==> config.mk <==
export PLATFORM = sky130hd
export DESIGN_NAME = ctrc_top
export DESIGN_NICKNAME = d
export VERILOG_FILES = /design/src/rtl/ctrc_pkg.sv /design/src/rtl/ctrc_top.sv
export VERILOG_INCLUDE_DIRS = /design/src /design/src/rtl
export SDC_FILE = /design/constraint.sdc
export NUM_CORES = 1
export LEC_CHECK = 0
export BUFFER_PORTS_ARGS = -buffer_cell sky130_fd_sc_hd__buf_2
export CORE_ASPECT_RATIO = 1.4
export CORE_MARGIN = 1
export CORE_UTILIZATION = 61
export DETAILED_ROUTE_END_ITERATION = 16
export PLACE_DENSITY = 0.83
export SYNTH_ARGS = -nofsm -noshare
export SYNTH_HDL_FRONTEND = slang
export SYNTH_SLANG_ARGS = --single-unit
==> constraint.sdc <==
create_clock -name I_CLK -period 9.93 [get_ports I_CLK]
set_input_delay 0.993 -clock I_CLK [delete_from_list [all_inputs] [get_ports I_CLK]]
set_output_delay 0.993 -clock I_CLK [all_outputs]
set_load 0.005 [all_outputs]
==> src/rtl/ctrc_regs.svh <==
// Constants for the converter timebase and rate control block
// How it works
// - One synthesizer timebase drives both the input and output converters, always faster than the sample rate.
// - A backplane 10 MHz reference may be selected so that several modules share one timebase.
// - Input rates fall into four regions (2k-54k, 54k-108k, 108k-216k, 216k-432k), output regions at half those bounds.
// - The timebase runs 512k-13.824M in region 0, 6.912M-13.824M in regions 1 and 2, 13.824M-27.648M in region 3.
// - With both paths running, the path set first fixes the other path's region, and a conflicting request is refused.
// - With both paths in use, the shared trigger has no effect until both paths are configured.
// - Input pipeline latency is 12, 7, 5 and 5 samples for regions 0 to 3.
// - Output pipeline latency is 43.4, 87.5 and 176.8 samples for regions 0 to 2.
// - Three calibration banks exist; bank 0 holds factory constants, is the default and is never overwritten.
// - Auto-calibration results are stored only into the assigned user bank 1 or 2.
// - A nonvolatile boot-bank choice is kept until changed, and boot loads that bank or bank 0 without a choice.
// - Offset compensation runs only when the input rate changes region, lasting 6.2, 2.6, 1.3 or 0.65 s.
// - With both paths enabled, a trigger is valid only once both paths are ready for it.
`ifndef CTRC_REGS_SVH
`define CTRC_REGS_SVH
`define CTRC_CLK_KHZ 200000
`define CTRC_REF_KHZ 10000
`define CTRC_REF_MISS (2 * `CTRC_CLK_KHZ / `CTRC_REF_KHZ)
`define CTRC_AI_B1 19'h0d2f0
`define CTRC_AI_B2 19'h1a5e0
`define CTRC_AI_B3 19'h34bc0
`define CTRC_AO_B1 19'h06978
`define CTRC_AO_B2 19'h0d2f0
`define CTRC_AO_B3 19'h1a5e0
`define CTRC_SH_R0 5'h08
`define CTRC_SH_R1 5'h07
`define CTRC_SH_R23 5'h06
`define CTRC_AI_DLY_R0 4'hc
`define CTRC_AI_DLY_R1 4'h7
`define CTRC_AI_DLY_R23 4'h5
`define CTRC_AO_DLY_R0 11'h1b2
`define CTRC_AO_DLY_R1 11'h36b
`define CTRC_AO_DLY_R2 11'h6e8
`define CTRC_COMP_MS0 6200
`define CTRC_COMP_MS1 2600
`define CTRC_COMP_MS2 1300
`define CTRC_COMP_MS3 650
`define CTRC_CYC_PER_MS (`CTRC_CLK_KHZ)
`define CTRC_BANK_FACTORY 2'h0
`define CTRC_BANK_USER1 2'h1
`define CTRC_BANK_USER2 2'h2
`endif

==> src/rtl/ctrc_pkg.sv <==
// Types for the converter timebase and rate control block
package ctrc_pkg;
  typedef logic [1:0] ctrc_region_type;
  typedef enum logic [2:0] {
    CTRC_ST_BOOT = 3'b001,
    CTRC_ST_LOAD = 3'b010,
    CTRC_ST_RUN = 3'b100
  } ctrc_state_type;
  typedef struct packed {
    logic [3:0] ai_samples;
    logic [10:0] ao_tenths;
  } ctrc_delay_type;
  typedef struct packed {
    logic req;
    logic [1:0] bank;
  } ctrc_bank_cmd_type;
endpackage

==> src/rtl/ctrc_top.sv <==
// Converter timebase, rate region, trigger gate and calibration bank control
`timescale 1ns/1ps
`include "ctrc_regs.svh"
module ctrc_top #(
  parameter int RATE_W = 19,
  parameter int FREQ_W = 25,
  parameter logic [31:0] COMP_CYC0 = 32'(`CTRC_COMP_MS0 * `CTRC_CYC_PER_MS),
  parameter logic [31:0] COMP_CYC1 = 32'(`CTRC_COMP_MS1 * `CTRC_CYC_PER_MS),
  parameter logic [31:0] COMP_CYC2 = 32'(`CTRC_COMP_MS2 * `CTRC_CYC_PER_MS),
  parameter logic [31:0] COMP_CYC3 = 32'(`CTRC_COMP_MS3 * `CTRC_CYC_PER_MS)
) (
  input wire logic I_CLK, // 200 MHz clock
  input wire logic I_RESET_N, // Synchronous reset, active low
  input wire logic I_CE, // Clock enable, freezes all state when low
  input wire logic I_REF_EXT_EN, // Request backplane reference
  input wire logic I_REF_10M, // Backplane 10 MHz reference, sampled
  input wire logic I_AI_EN, // Input path enabled
  input wire logic I_AO_EN, // Output path enabled
  input wire logic I_AI_CFG_WR, // Input rate write strobe
  input wire logic [RATE_W-1:0] I_AI_RATE, // Input sample rate in Hz
  input wire logic I_AO_CFG_WR, // Output rate write strobe
  input wire logic [RATE_W-1:0] I_AO_RATE, // Output update rate in Hz
  input wire logic I_TRIG, // Shared trigger event pulse
  input wire ctrc_pkg::ctrc_bank_cmd_type I_CAL_STORE, // Auto-cal store request and bank
  input wire ctrc_pkg::ctrc_bank_cmd_type I_BOOT_SET, // Boot bank assignment
  input wire ctrc_pkg::ctrc_bank_cmd_type I_NV_BOOT, // Stored boot choice, req means valid
  output logic O_REF_EXT, // Synthesizer follows backplane reference
  output logic [FREQ_W-1:0] O_SYNTH_FREQ, // Synthesizer timebase frequency in Hz
  output logic O_SYNTH_LOAD, // Pulse: program the synthesizer
  output ctrc_pkg::ctrc_region_type O_REGION, // Active region index, from the last accepted input or output rate
  output ctrc_pkg::ctrc_delay_type O_DELAY, // Pipeline latencies
  output logic O_AI_READY, // Input path configured
  output logic O_AO_READY, // Output path configured
  output logic O_CFG_REFUSED, // Pulse: conflicting rate refused
  output logic O_COMP_BUSY, // Offset compensation in progress
  output logic O_TRIG_OUT, // Pulse: accepted trigger
  output logic O_TRIG_REFUSED, // Pulse: trigger ignored
  output ctrc_pkg::ctrc_bank_cmd_type O_CAL_WR, // Pulse: store constants to bank
  output logic O_CAL_REFUSED, // Pulse: store to bank refused
  output ctrc_pkg::ctrc_bank_cmd_type O_NV_BOOT_WR, // Pulse: write boot choice to storage
  output ctrc_pkg::ctrc_bank_cmd_type O_LOAD // Pulse: load constants from bank
);

  // Region of an input sample rate
  function automatic ctrc_pkg::ctrc_region_type ai_region(input logic [RATE_W-1:0] r);
    if (r < `CTRC_AI_B1) begin
      ai_region = 2'h0;
    end else if (r < `CTRC_AI_B2) begin
      ai_region = 2'h1;
    end else if (r < `CTRC_AI_B3) begin
      ai_region = 2'h2;
    end else begin
      ai_region = 2'h3;
    end
  endfunction

  // Region of an output update rate, half the input bounds
  function automatic ctrc_pkg::ctrc_region_type ao_region(input logic [RATE_W-1:0] r);
    if (r < `CTRC_AO_B1) begin
      ao_region = 2'h0;
    end else if (r < `CTRC_AO_B2) begin
      ao_region = 2'h1;
    end else if (r < `CTRC_AO_B3) begin
      ao_region = 2'h2;
    end else begin
      ao_region = 2'h3;
    end
  endfunction

  // Oversampling shift from input rate to timebase
  function automatic logic [4:0] tb_shift(input ctrc_pkg::ctrc_region_type g);
    case (g)
      2'h0: tb_shift = `CTRC_SH_R0;
      2'h1: tb_shift = `CTRC_SH_R1;
      default: tb_shift = `CTRC_SH_R23;
    endcase
  endfunction

  ctrc_pkg::ctrc_state_type state_q;
  ctrc_pkg::ctrc_region_type reg_q;
  ctrc_pkg::ctrc_region_type comp_reg_q;
  logic comp_valid_q;
  logic ai_cfg_q;
  logic ao_cfg_q;
  logic [31:0] comp_cnt_q;
  logic [7:0] ref_cnt_q;
  logic ref_prev_q;
  logic ref_alive_q;
  logic [1:0] boot_bank_q;
  ctrc_pkg::ctrc_region_type ai_g;
  ctrc_pkg::ctrc_region_type ao_g;
  logic locked;
  logic ai_ok;
  logic ao_ok;
  logic [31:0] comp_len;
  logic trig_ok;

  assign ai_g = ai_region(I_AI_RATE);
  assign ao_g = ao_region(I_AO_RATE);
  // Once the other running path holds a rate, only its region may be asked for
  assign locked = I_AI_EN && I_AO_EN;
  assign ai_ok = !(locked && ao_cfg_q && ai_g != reg_q);
  assign ao_ok = !(locked && ai_cfg_q && ao_g != reg_q);
  // A path that is enabled must be configured and already show its ready flag, and compensation must be done
  // Waiting for the flag costs one cycle but keeps a trigger from beating the ready that the host sees
  assign trig_ok = (I_AI_EN || I_AO_EN) && (!I_AI_EN || (ai_cfg_q && O_AI_READY))
                   && (!I_AO_EN || (ao_cfg_q && O_AO_READY)) && !O_COMP_BUSY;

  always_comb begin
    case (ai_g)
      2'h0: comp_len = COMP_CYC0;
      2'h1: comp_len = COMP_CYC1;
      2'h2: comp_len = COMP_CYC2;
      default: comp_len = COMP_CYC3;
    endcase
  end

  // Boot sequencing: fetch the stored bank choice after reset release
  always_ff @(posedge I_CLK) begin
    if (!I_RESET_N) begin
      state_q <= ctrc_pkg::CTRC_ST_BOOT;
      O_LOAD <= '0;
      boot_bank_q <= `CTRC_BANK_FACTORY;
    end else if (I_CE) begin
      O_LOAD.req <= 1'b0;
      case (state_q)
        ctrc_pkg::CTRC_ST_BOOT: begin
          state_q <= ctrc_pkg::CTRC_ST_LOAD;
        end
        ctrc_pkg::CTRC_ST_LOAD: begin
          // Without a valid user choice, factory constants are loaded
          if (I_NV_BOOT.req && (I_NV_BOOT.bank == `CTRC_BANK_USER1 ||
                                I_NV_BOOT.bank == `CTRC_BANK_USER2)) begin
            O_LOAD.bank <= I_NV_BOOT.bank;
            boot_bank_q <= I_NV_BOOT.bank;
          end else begin
            O_LOAD.bank <= `CTRC_BANK_FACTORY;
            boot_bank_q <= `CTRC_BANK_FACTORY;
          end
          O_LOAD.req <= 1'b1;
          state_q <= ctrc_pkg::CTRC_ST_RUN;
        end
        ctrc_pkg::CTRC_ST_RUN: begin
          state_q <= ctrc_pkg::CTRC_ST_RUN;
        end
        default: begin
          state_q <= ctrc_pkg::CTRC_ST_BOOT;
        end
      endcase
    end
  end

  // Boot bank assignment goes to nonvolatile storage; it takes effect at next boot
  always_ff @(posedge I_CLK) begin
    if (!I_RESET_N) begin
      O_NV_BOOT_WR <= '0;
    end else if (I_CE) begin
      O_NV_BOOT_WR.req <= I_BOOT_SET.req && (I_BOOT_SET.bank != 2'h3);
      O_NV_BOOT_WR.bank <= I_BOOT_SET.bank;
    end
  end

  // Auto-calibration results never reach the factory bank
  always_ff @(posedge I_CLK) begin
    if (!I_RESET_N) begin
      O_CAL_WR <= '0;
      O_CAL_REFUSED <= 1'b0;
    end else if (I_CE) begin
      O_CAL_WR.req <= I_CAL_STORE.req && (I_CAL_STORE.bank == `CTRC_BANK_USER1 ||
                                          I_CAL_STORE.bank == `CTRC_BANK_USER2);
      O_CAL_WR.bank <= I_CAL_STORE.bank;
      O_CAL_REFUSED <= I_CAL_STORE.req && (I_CAL_STORE.bank == `CTRC_BANK_FACTORY ||
                                           I_CAL_STORE.bank == 2'h3);
    end
  end

  // Path configuration and the shared region index
  always_ff @(posedge I_CLK) begin
    if (!I_RESET_N) begin
      ai_cfg_q <= 1'b0;
      ao_cfg_q <= 1'b0;
      reg_q <= 2'h0;
      O_CFG_REFUSED <= 1'b0;
      O_SYNTH_LOAD <= 1'b0;
    end else if (I_CE) begin
      O_CFG_REFUSED <= (I_AI_CFG_WR && !ai_ok) || (I_AO_CFG_WR && !ao_ok);
      O_SYNTH_LOAD <= 1'b0;
      // Input wins if both writes land together; the output write is then dropped unless it is refused
      if (I_AI_CFG_WR && ai_ok && state_q == ctrc_pkg::CTRC_ST_RUN) begin
        ai_cfg_q <= 1'b1;
        reg_q <= ai_g;
        O_SYNTH_LOAD <= 1'b1;
      end else if (!I_AI_EN) begin
        ai_cfg_q <= 1'b0;
      end
      if (I_AO_CFG_WR && ao_ok && !I_AI_CFG_WR && state_q == ctrc_pkg::CTRC_ST_RUN) begin
        ao_cfg_q <= 1'b1;
        reg_q <= ao_g;
        O_SYNTH_LOAD <= 1'b1;
      end else if (!I_AO_EN) begin
        ao_cfg_q <= 1'b0;
      end
    end
  end

  // One timebase for both converters, sized from an accepted input rate, else from any output write that passes ao_ok, even one that is dropped
  always_ff @(posedge I_CLK) begin
    if (!I_RESET_N) begin
      O_SYNTH_FREQ <= '0;
    end else if (I_CE && state_q == ctrc_pkg::CTRC_ST_RUN) begin
      if (I_AI_CFG_WR && ai_ok) begin
        O_SYNTH_FREQ <= FREQ_W'({6'h00, I_AI_RATE} << tb_shift(ai_g));
      end else if (I_AO_CFG_WR && ao_ok) begin
        O_SYNTH_FREQ <= FREQ_W'({6'h00, I_AO_RATE} << (tb_shift(ao_g) + 5'h01));
      end
    end
  end

  // Latency table follows the active region; region 3 output keeps the region 2 figure
  always_ff @(posedge I_CLK) begin
    if (!I_RESET_N) begin
      O_DELAY <= '0;
      O_REGION <= 2'h0;
    end else if (I_CE) begin
      O_REGION <= reg_q;
      case (reg_q)
        2'h0: O_DELAY <= '{`CTRC_AI_DLY_R0, `CTRC_AO_DLY_R0};
        2'h1: O_DELAY <= '{`CTRC_AI_DLY_R1, `CTRC_AO_DLY_R1};
        default: O_DELAY <= '{`CTRC_AI_DLY_R23, `CTRC_AO_DLY_R2};
      endcase
    end
  end

  // Offset compensation only on a change of input region
  always_ff @(posedge I_CLK) begin
    if (!I_RESET_N) begin
      comp_valid_q <= 1'b0;
      comp_reg_q <= 2'h0;
      comp_cnt_q <= '0;
      O_COMP_BUSY <= 1'b0;
    end else if (I_CE) begin
      if (I_AI_CFG_WR && ai_ok && state_q == ctrc_pkg::CTRC_ST_RUN &&
          (!comp_valid_q || ai_g != comp_reg_q)) begin
        comp_valid_q <= 1'b1;
        comp_reg_q <= ai_g;
        comp_cnt_q <= comp_len;
        O_COMP_BUSY <= 1'b1;
      end else if (comp_cnt_q > 32'h0000_0001) begin
        comp_cnt_q <= comp_cnt_q - 32'h0000_0001;
      end else begin
        comp_cnt_q <= '0;
        O_COMP_BUSY <= 1'b0;
      end
    end
  end

  // Trigger gate and ready flags
  always_ff @(posedge I_CLK) begin
    if (!I_RESET_N) begin
      O_TRIG_OUT <= 1'b0;
      O_TRIG_REFUSED <= 1'b0;
      O_AI_READY <= 1'b0;
      O_AO_READY <= 1'b0;
    end else if (I_CE) begin
      O_TRIG_OUT <= I_TRIG && trig_ok;
      O_TRIG_REFUSED <= I_TRIG && !trig_ok;
      O_AI_READY <= ai_cfg_q;
      O_AO_READY <= ao_cfg_q;
    end
  end

  // Reference activity watch; a stuck reference falls back to the local one
  always_ff @(posedge I_CLK) begin
    if (!I_RESET_N) begin
      ref_prev_q <= 1'b0;
      ref_cnt_q <= '0;
      ref_alive_q <= 1'b0;
      O_REF_EXT <= 1'b0;
    end else if (I_CE) begin
      ref_prev_q <= I_REF_10M;
      if (I_REF_10M != ref_prev_q) begin
        ref_cnt_q <= '0;
        ref_alive_q <= 1'b1;
      end else if (ref_cnt_q == 8'(`CTRC_REF_MISS)) begin
        ref_alive_q <= 1'b0;
      end else begin
        ref_cnt_q <= ref_cnt_q + 8'h01;
      end
      O_REF_EXT <= I_REF_EXT_EN && ref_alive_q;
    end
  end

endmodule // ctrc_top

==> summary.md <==
| Metric | Value |
|---|---|
| Hold Path End | `O_SYNTH_FREQ[9]` |
| Post-route clock period utilization | `0.4635` |
| Vias per cell | `6.519` |
| Initial antenna violation count | `0` |
| PostCTS Resize Cnt | `0` |
| Clock buffer depth | `2` |
| Library cells used by synthesis | `81` |
| Post-synthesis async set-or-reset flop share | `0` |
| Residual DRC | `0` |
| Die area | `10880 sq um` |
| RR Endpoint | `comp_cnt_q[30]` |
| Largest net degree at the start of global routing | `59` |
| VDD IR max | `149.4 uV` |
| Clk Latency, worst-skew pair | `360 ps` |
| CTS tree | `built` |
| H-tree depth | `3` |
| First-pass GRT wire length | `30010 um` |
| Number of max-cap violations | `0` |
| Hold Crit Depth | `2` |
| Fmax achieved | `217.2 MHz` |
| Final Setup Violations | `0` |
| WL/cell | `18.59 um` |
| Fin. Hold Viols | `0` |
| DR iter-0 viols | `519` |
| PortBufs | `115` |
| Chip Width | `88.43 um` |
| Critical path class | `input pin to flip-flop` |
| LEAKAGE | `2.884 nW` |
| Post-synth top flop | `dfxtp_1` |
| GRT Overall Usage | `0.3534` |
| Syn_nets | `885` |
| Initial Util | `0.6340` |
| Crit path capture type | `flip-flop` |
| DR pass1 iterations | `5` |
| Util after Layout | `0.7156` |
| # IOs | `117` |
| Final hold slack | `460.3 ps` |
| Fin crit period | `4603 ps` |
| Outcome | `finished, final reports clean` |
| Clock net sink count | `104` |
| Core ar. | `10060 sq um` |
| Post-Synthesis Mean Instance Area | `7.807 sq um` |
| FF+latch count, synth | `104` |
| Max Slew Vio Count | `0` |
| Setup TNS | `0 ps` |
| Clock-pin slew on the worst setup and hold paths | `70 ps` |
| Rel. slew slack | `0.2014` |
| Nets | `957` |
| Number of synthesized flops with an enable pin | `0` |
| Syn. warnings | `0` |
| Reg2Reg Setup Slack | `6820 ps` |
| Die span in y | `123.0 um` |
| HPWL Detailed | `13720 um` |
| Number of global-route vias before repair | `6355` |
| ANT cells | `0` |
| Startpoint Class | `input pin` |
| Rows | `43` |
| HP Start | `O_SYNTH_FREQ[9]` |
| Worst hold path class | `flip-flop to flip-flop` |
| RSZ-0062 raised after global routing | `no` |
| Mapped cell area | `6379 sq um` |
| Worst Clk Skew | `13.36 ps` |
| Routed WL | `19130 um` |
| Worst Max-Slew Pin Slew | `1198 ps` |
| Layout area overhead | `12.87%` |
| Worst Path Max Fanout | `30` |
| Placed Instance Area | `6912 sq um` |
| Filler cells | `828` |
| Worst reg-to-reg path cell count | `8` |
| GP Congestion | `0.8949` |
| Cell count after synthesis | `817` |
| Post-route ant nets | `0` |
| CTS Root Cell | `clkbuf_16` |
| Power Density | `206.0 nW/um^2` |
| RR Startpoint | `comp_cnt_q[4]` |
| Req. time, crit path | `10140 ps` |
| Routed via count | `6708` |
| Post-CTS setup buffers | `0` |
| CTS Buf Count | `9` |
| Cts hold-fix bufs | `0` |
| Worst path arrival time | `4810 ps` |
| Share of layout cells above drive strength 1 | `0.1868` |
| GRT Residual Overflow | `0` |
| Post-layout instance area | `7199 sq um` |
| Register area share after synthesis | `0.3264` |
state kept, by name, summed over array words and instances, names as in the netlist, 2 cells and up:
signal,count
comp_reg_q,2
ref_cnt_q,8
O_CAL_WR,3
reg_q,2
O_DELAY,7
O_REGION,2
O_LOAD,3
state_q,3
comp_cnt_q,32
O_NV_BOOT_WR,3
O_SYNTH_FREQ,25
per-layer routing:
metal	vias up	track usage	wire, um
met4	0	0.1633	742
met5	-	0	0
met3	66	0.05941	1076
met2	303	0.6668	10220
li1	3164	-	-
met1	3175	0.3731	7097
area by class of cell:
type	count	area, sq um	area share
multi-input combinational	629	3939	0.5471
sequential	104	2082	0.2892
timing repair buffer	124	643.1	0.08933
clock buffer	9	225.2	0.03128
tap	135	168.9	0.02346
inverter	21	78.83	0.01095
clock inverter	7	62.56	0.008690
worst max-delay path, cell delays in order:
cell and delay, ps:
buf_2 140, nor3_1 170, a221oi_1 120, nor4_2 260, buf_4 250, or2_2 150
nand2_1 160, inv_1 210, ha_1 920, inv_1 420, a211oi_1 360, a21oi_1 100
a221o_1 380, o211ai_1 90, a21oi_1 80
through the flow:
step           std cells  setup slack (ps)  total power, W
4_1_cts             1029              5411        0.001465
3_5_place_dp        1013              5137        0.001117
5_1_grt             1029              4935        0.001561
2_1_floorplan        817              5976       0.0009775
3_3_place_gp        1013              5258        0.001096
6_report            1029              5327        0.001483
logic make-up (layout without fill, tap and decap cells):
kind of cell | Yosys count | after routing | share of synthesized area
AOI/OAI and AO/OA | 239 | 239 | 0.2593
other | 1 | 1 | 0.0005879
muxes | 42 | 42 | 0.06728
DFF | 104 | 104 | 0.3264
xor gates and xnor gates | 17 | 17 | 0.02334
adders and majority gates | 11 | 11 | 0.02158
buffers and inverters | 84 | 161 | 0.05708
and+or+nand+nor | 319 | 319 | 0.2444
placed cells by master (no fill, tap or decap), drive strengths merged, types with 12 or more instances in the layout:
cell type,netlist,layout
a21oi,59,59
nand3,40,40
o21ai,46,46
nor2,86,86
nor4,13,13
o22ai,12,12
mux2i,35,35
nand2,94,94
inv,20,23
a31oi,12,12
o211ai,18,18
dfxtp,104,104
buf,24,124
nor3,24,24
power by group:
| group | total, W | internal, W | switching [W] | leakage, nW |
|---|---|---|---|---|
| Sequential | 0.000545 | 0.000478 | 0.0000675 | 0.845 |
| Combinational | 0.000586 | 0.000234 | 0.000352 | 1.90 |
| Clock | 0.000352 | 0.000175 | 0.000176 | 0.141 |
| Total | 0.00148 | 0.000887 | 0.000596 | 2.88 |
cell usage after synthesis (4+ instances only):
library cell / count / share of area
mux2_2: 7 / 0.012
or2_2: 4 / 0.0039
a21oi_1: 58 / 0.046
o22ai_1: 11 / 0.011
nor2_1: 85 / 0.050
buf_1: 6 / 0.0035
a22oi_1: 10 / 0.012
o211a_1: 4 / 0.0063
clkbuf_1: 38 / 0.022
and3_1: 7 / 0.0069
nor3_1: 23 / 0.018
nand4_1: 8 / 0.0078
dfxtp_1: 104 / 0.33
inv_1: 19 / 0.011
o211ai_1: 17 / 0.020
xnor2_1: 6 / 0.0082
a32o_1: 5 / 0.0078
nand2_1: 94 / 0.055
and2_1: 4 / 0.0039
a211oi_1: 9 / 0.011
buf_2: 8 / 0.0063
o41ai_1: 6 / 0.0082
mux2i_1: 35 / 0.055
a221oi_1: 5 / 0.0069
nor4_1: 12 / 0.012
a32oi_1: 5 / 0.0069
or3_1: 7 / 0.0069
o21ai_1: 6 / 0.0047
o221ai_1: 8 / 0.011
o21ai_0: 39 / 0.031
buf_4: 10 / 0.012
a31oi_1: 11 / 0.011
ha_1: 11 / 0.022
o2bb2ai_1: 6 / 0.0082
nand2b_1: 7 / 0.0069
o2111ai_1: 4 / 0.0055
nor3b_1: 4 / 0.0047
xor2_1: 11 / 0.015
nand3_1: 40 / 0.031
worst max-delay path by stage:
stage                                   to  cells past startpoint  slack, ps          start
after floorplan           O_SYNTH_FREQ[22]                     14       5980  I_AI_RATE[16]
after global placement    O_SYNTH_FREQ[24]                     15       5260  I_AI_RATE[12]
after detailed placement  O_SYNTH_FREQ[24]                     15       5140  I_AI_RATE[11]
after CTS                 O_SYNTH_FREQ[24]                     15       5410  I_AI_RATE[11]
after global routing      O_SYNTH_FREQ[24]                     15       4940  I_AI_RATE[11]
final                     O_SYNTH_FREQ[24]                     15       5330  I_AI_RATE[11]
Power figures use the tool's default switching activity.
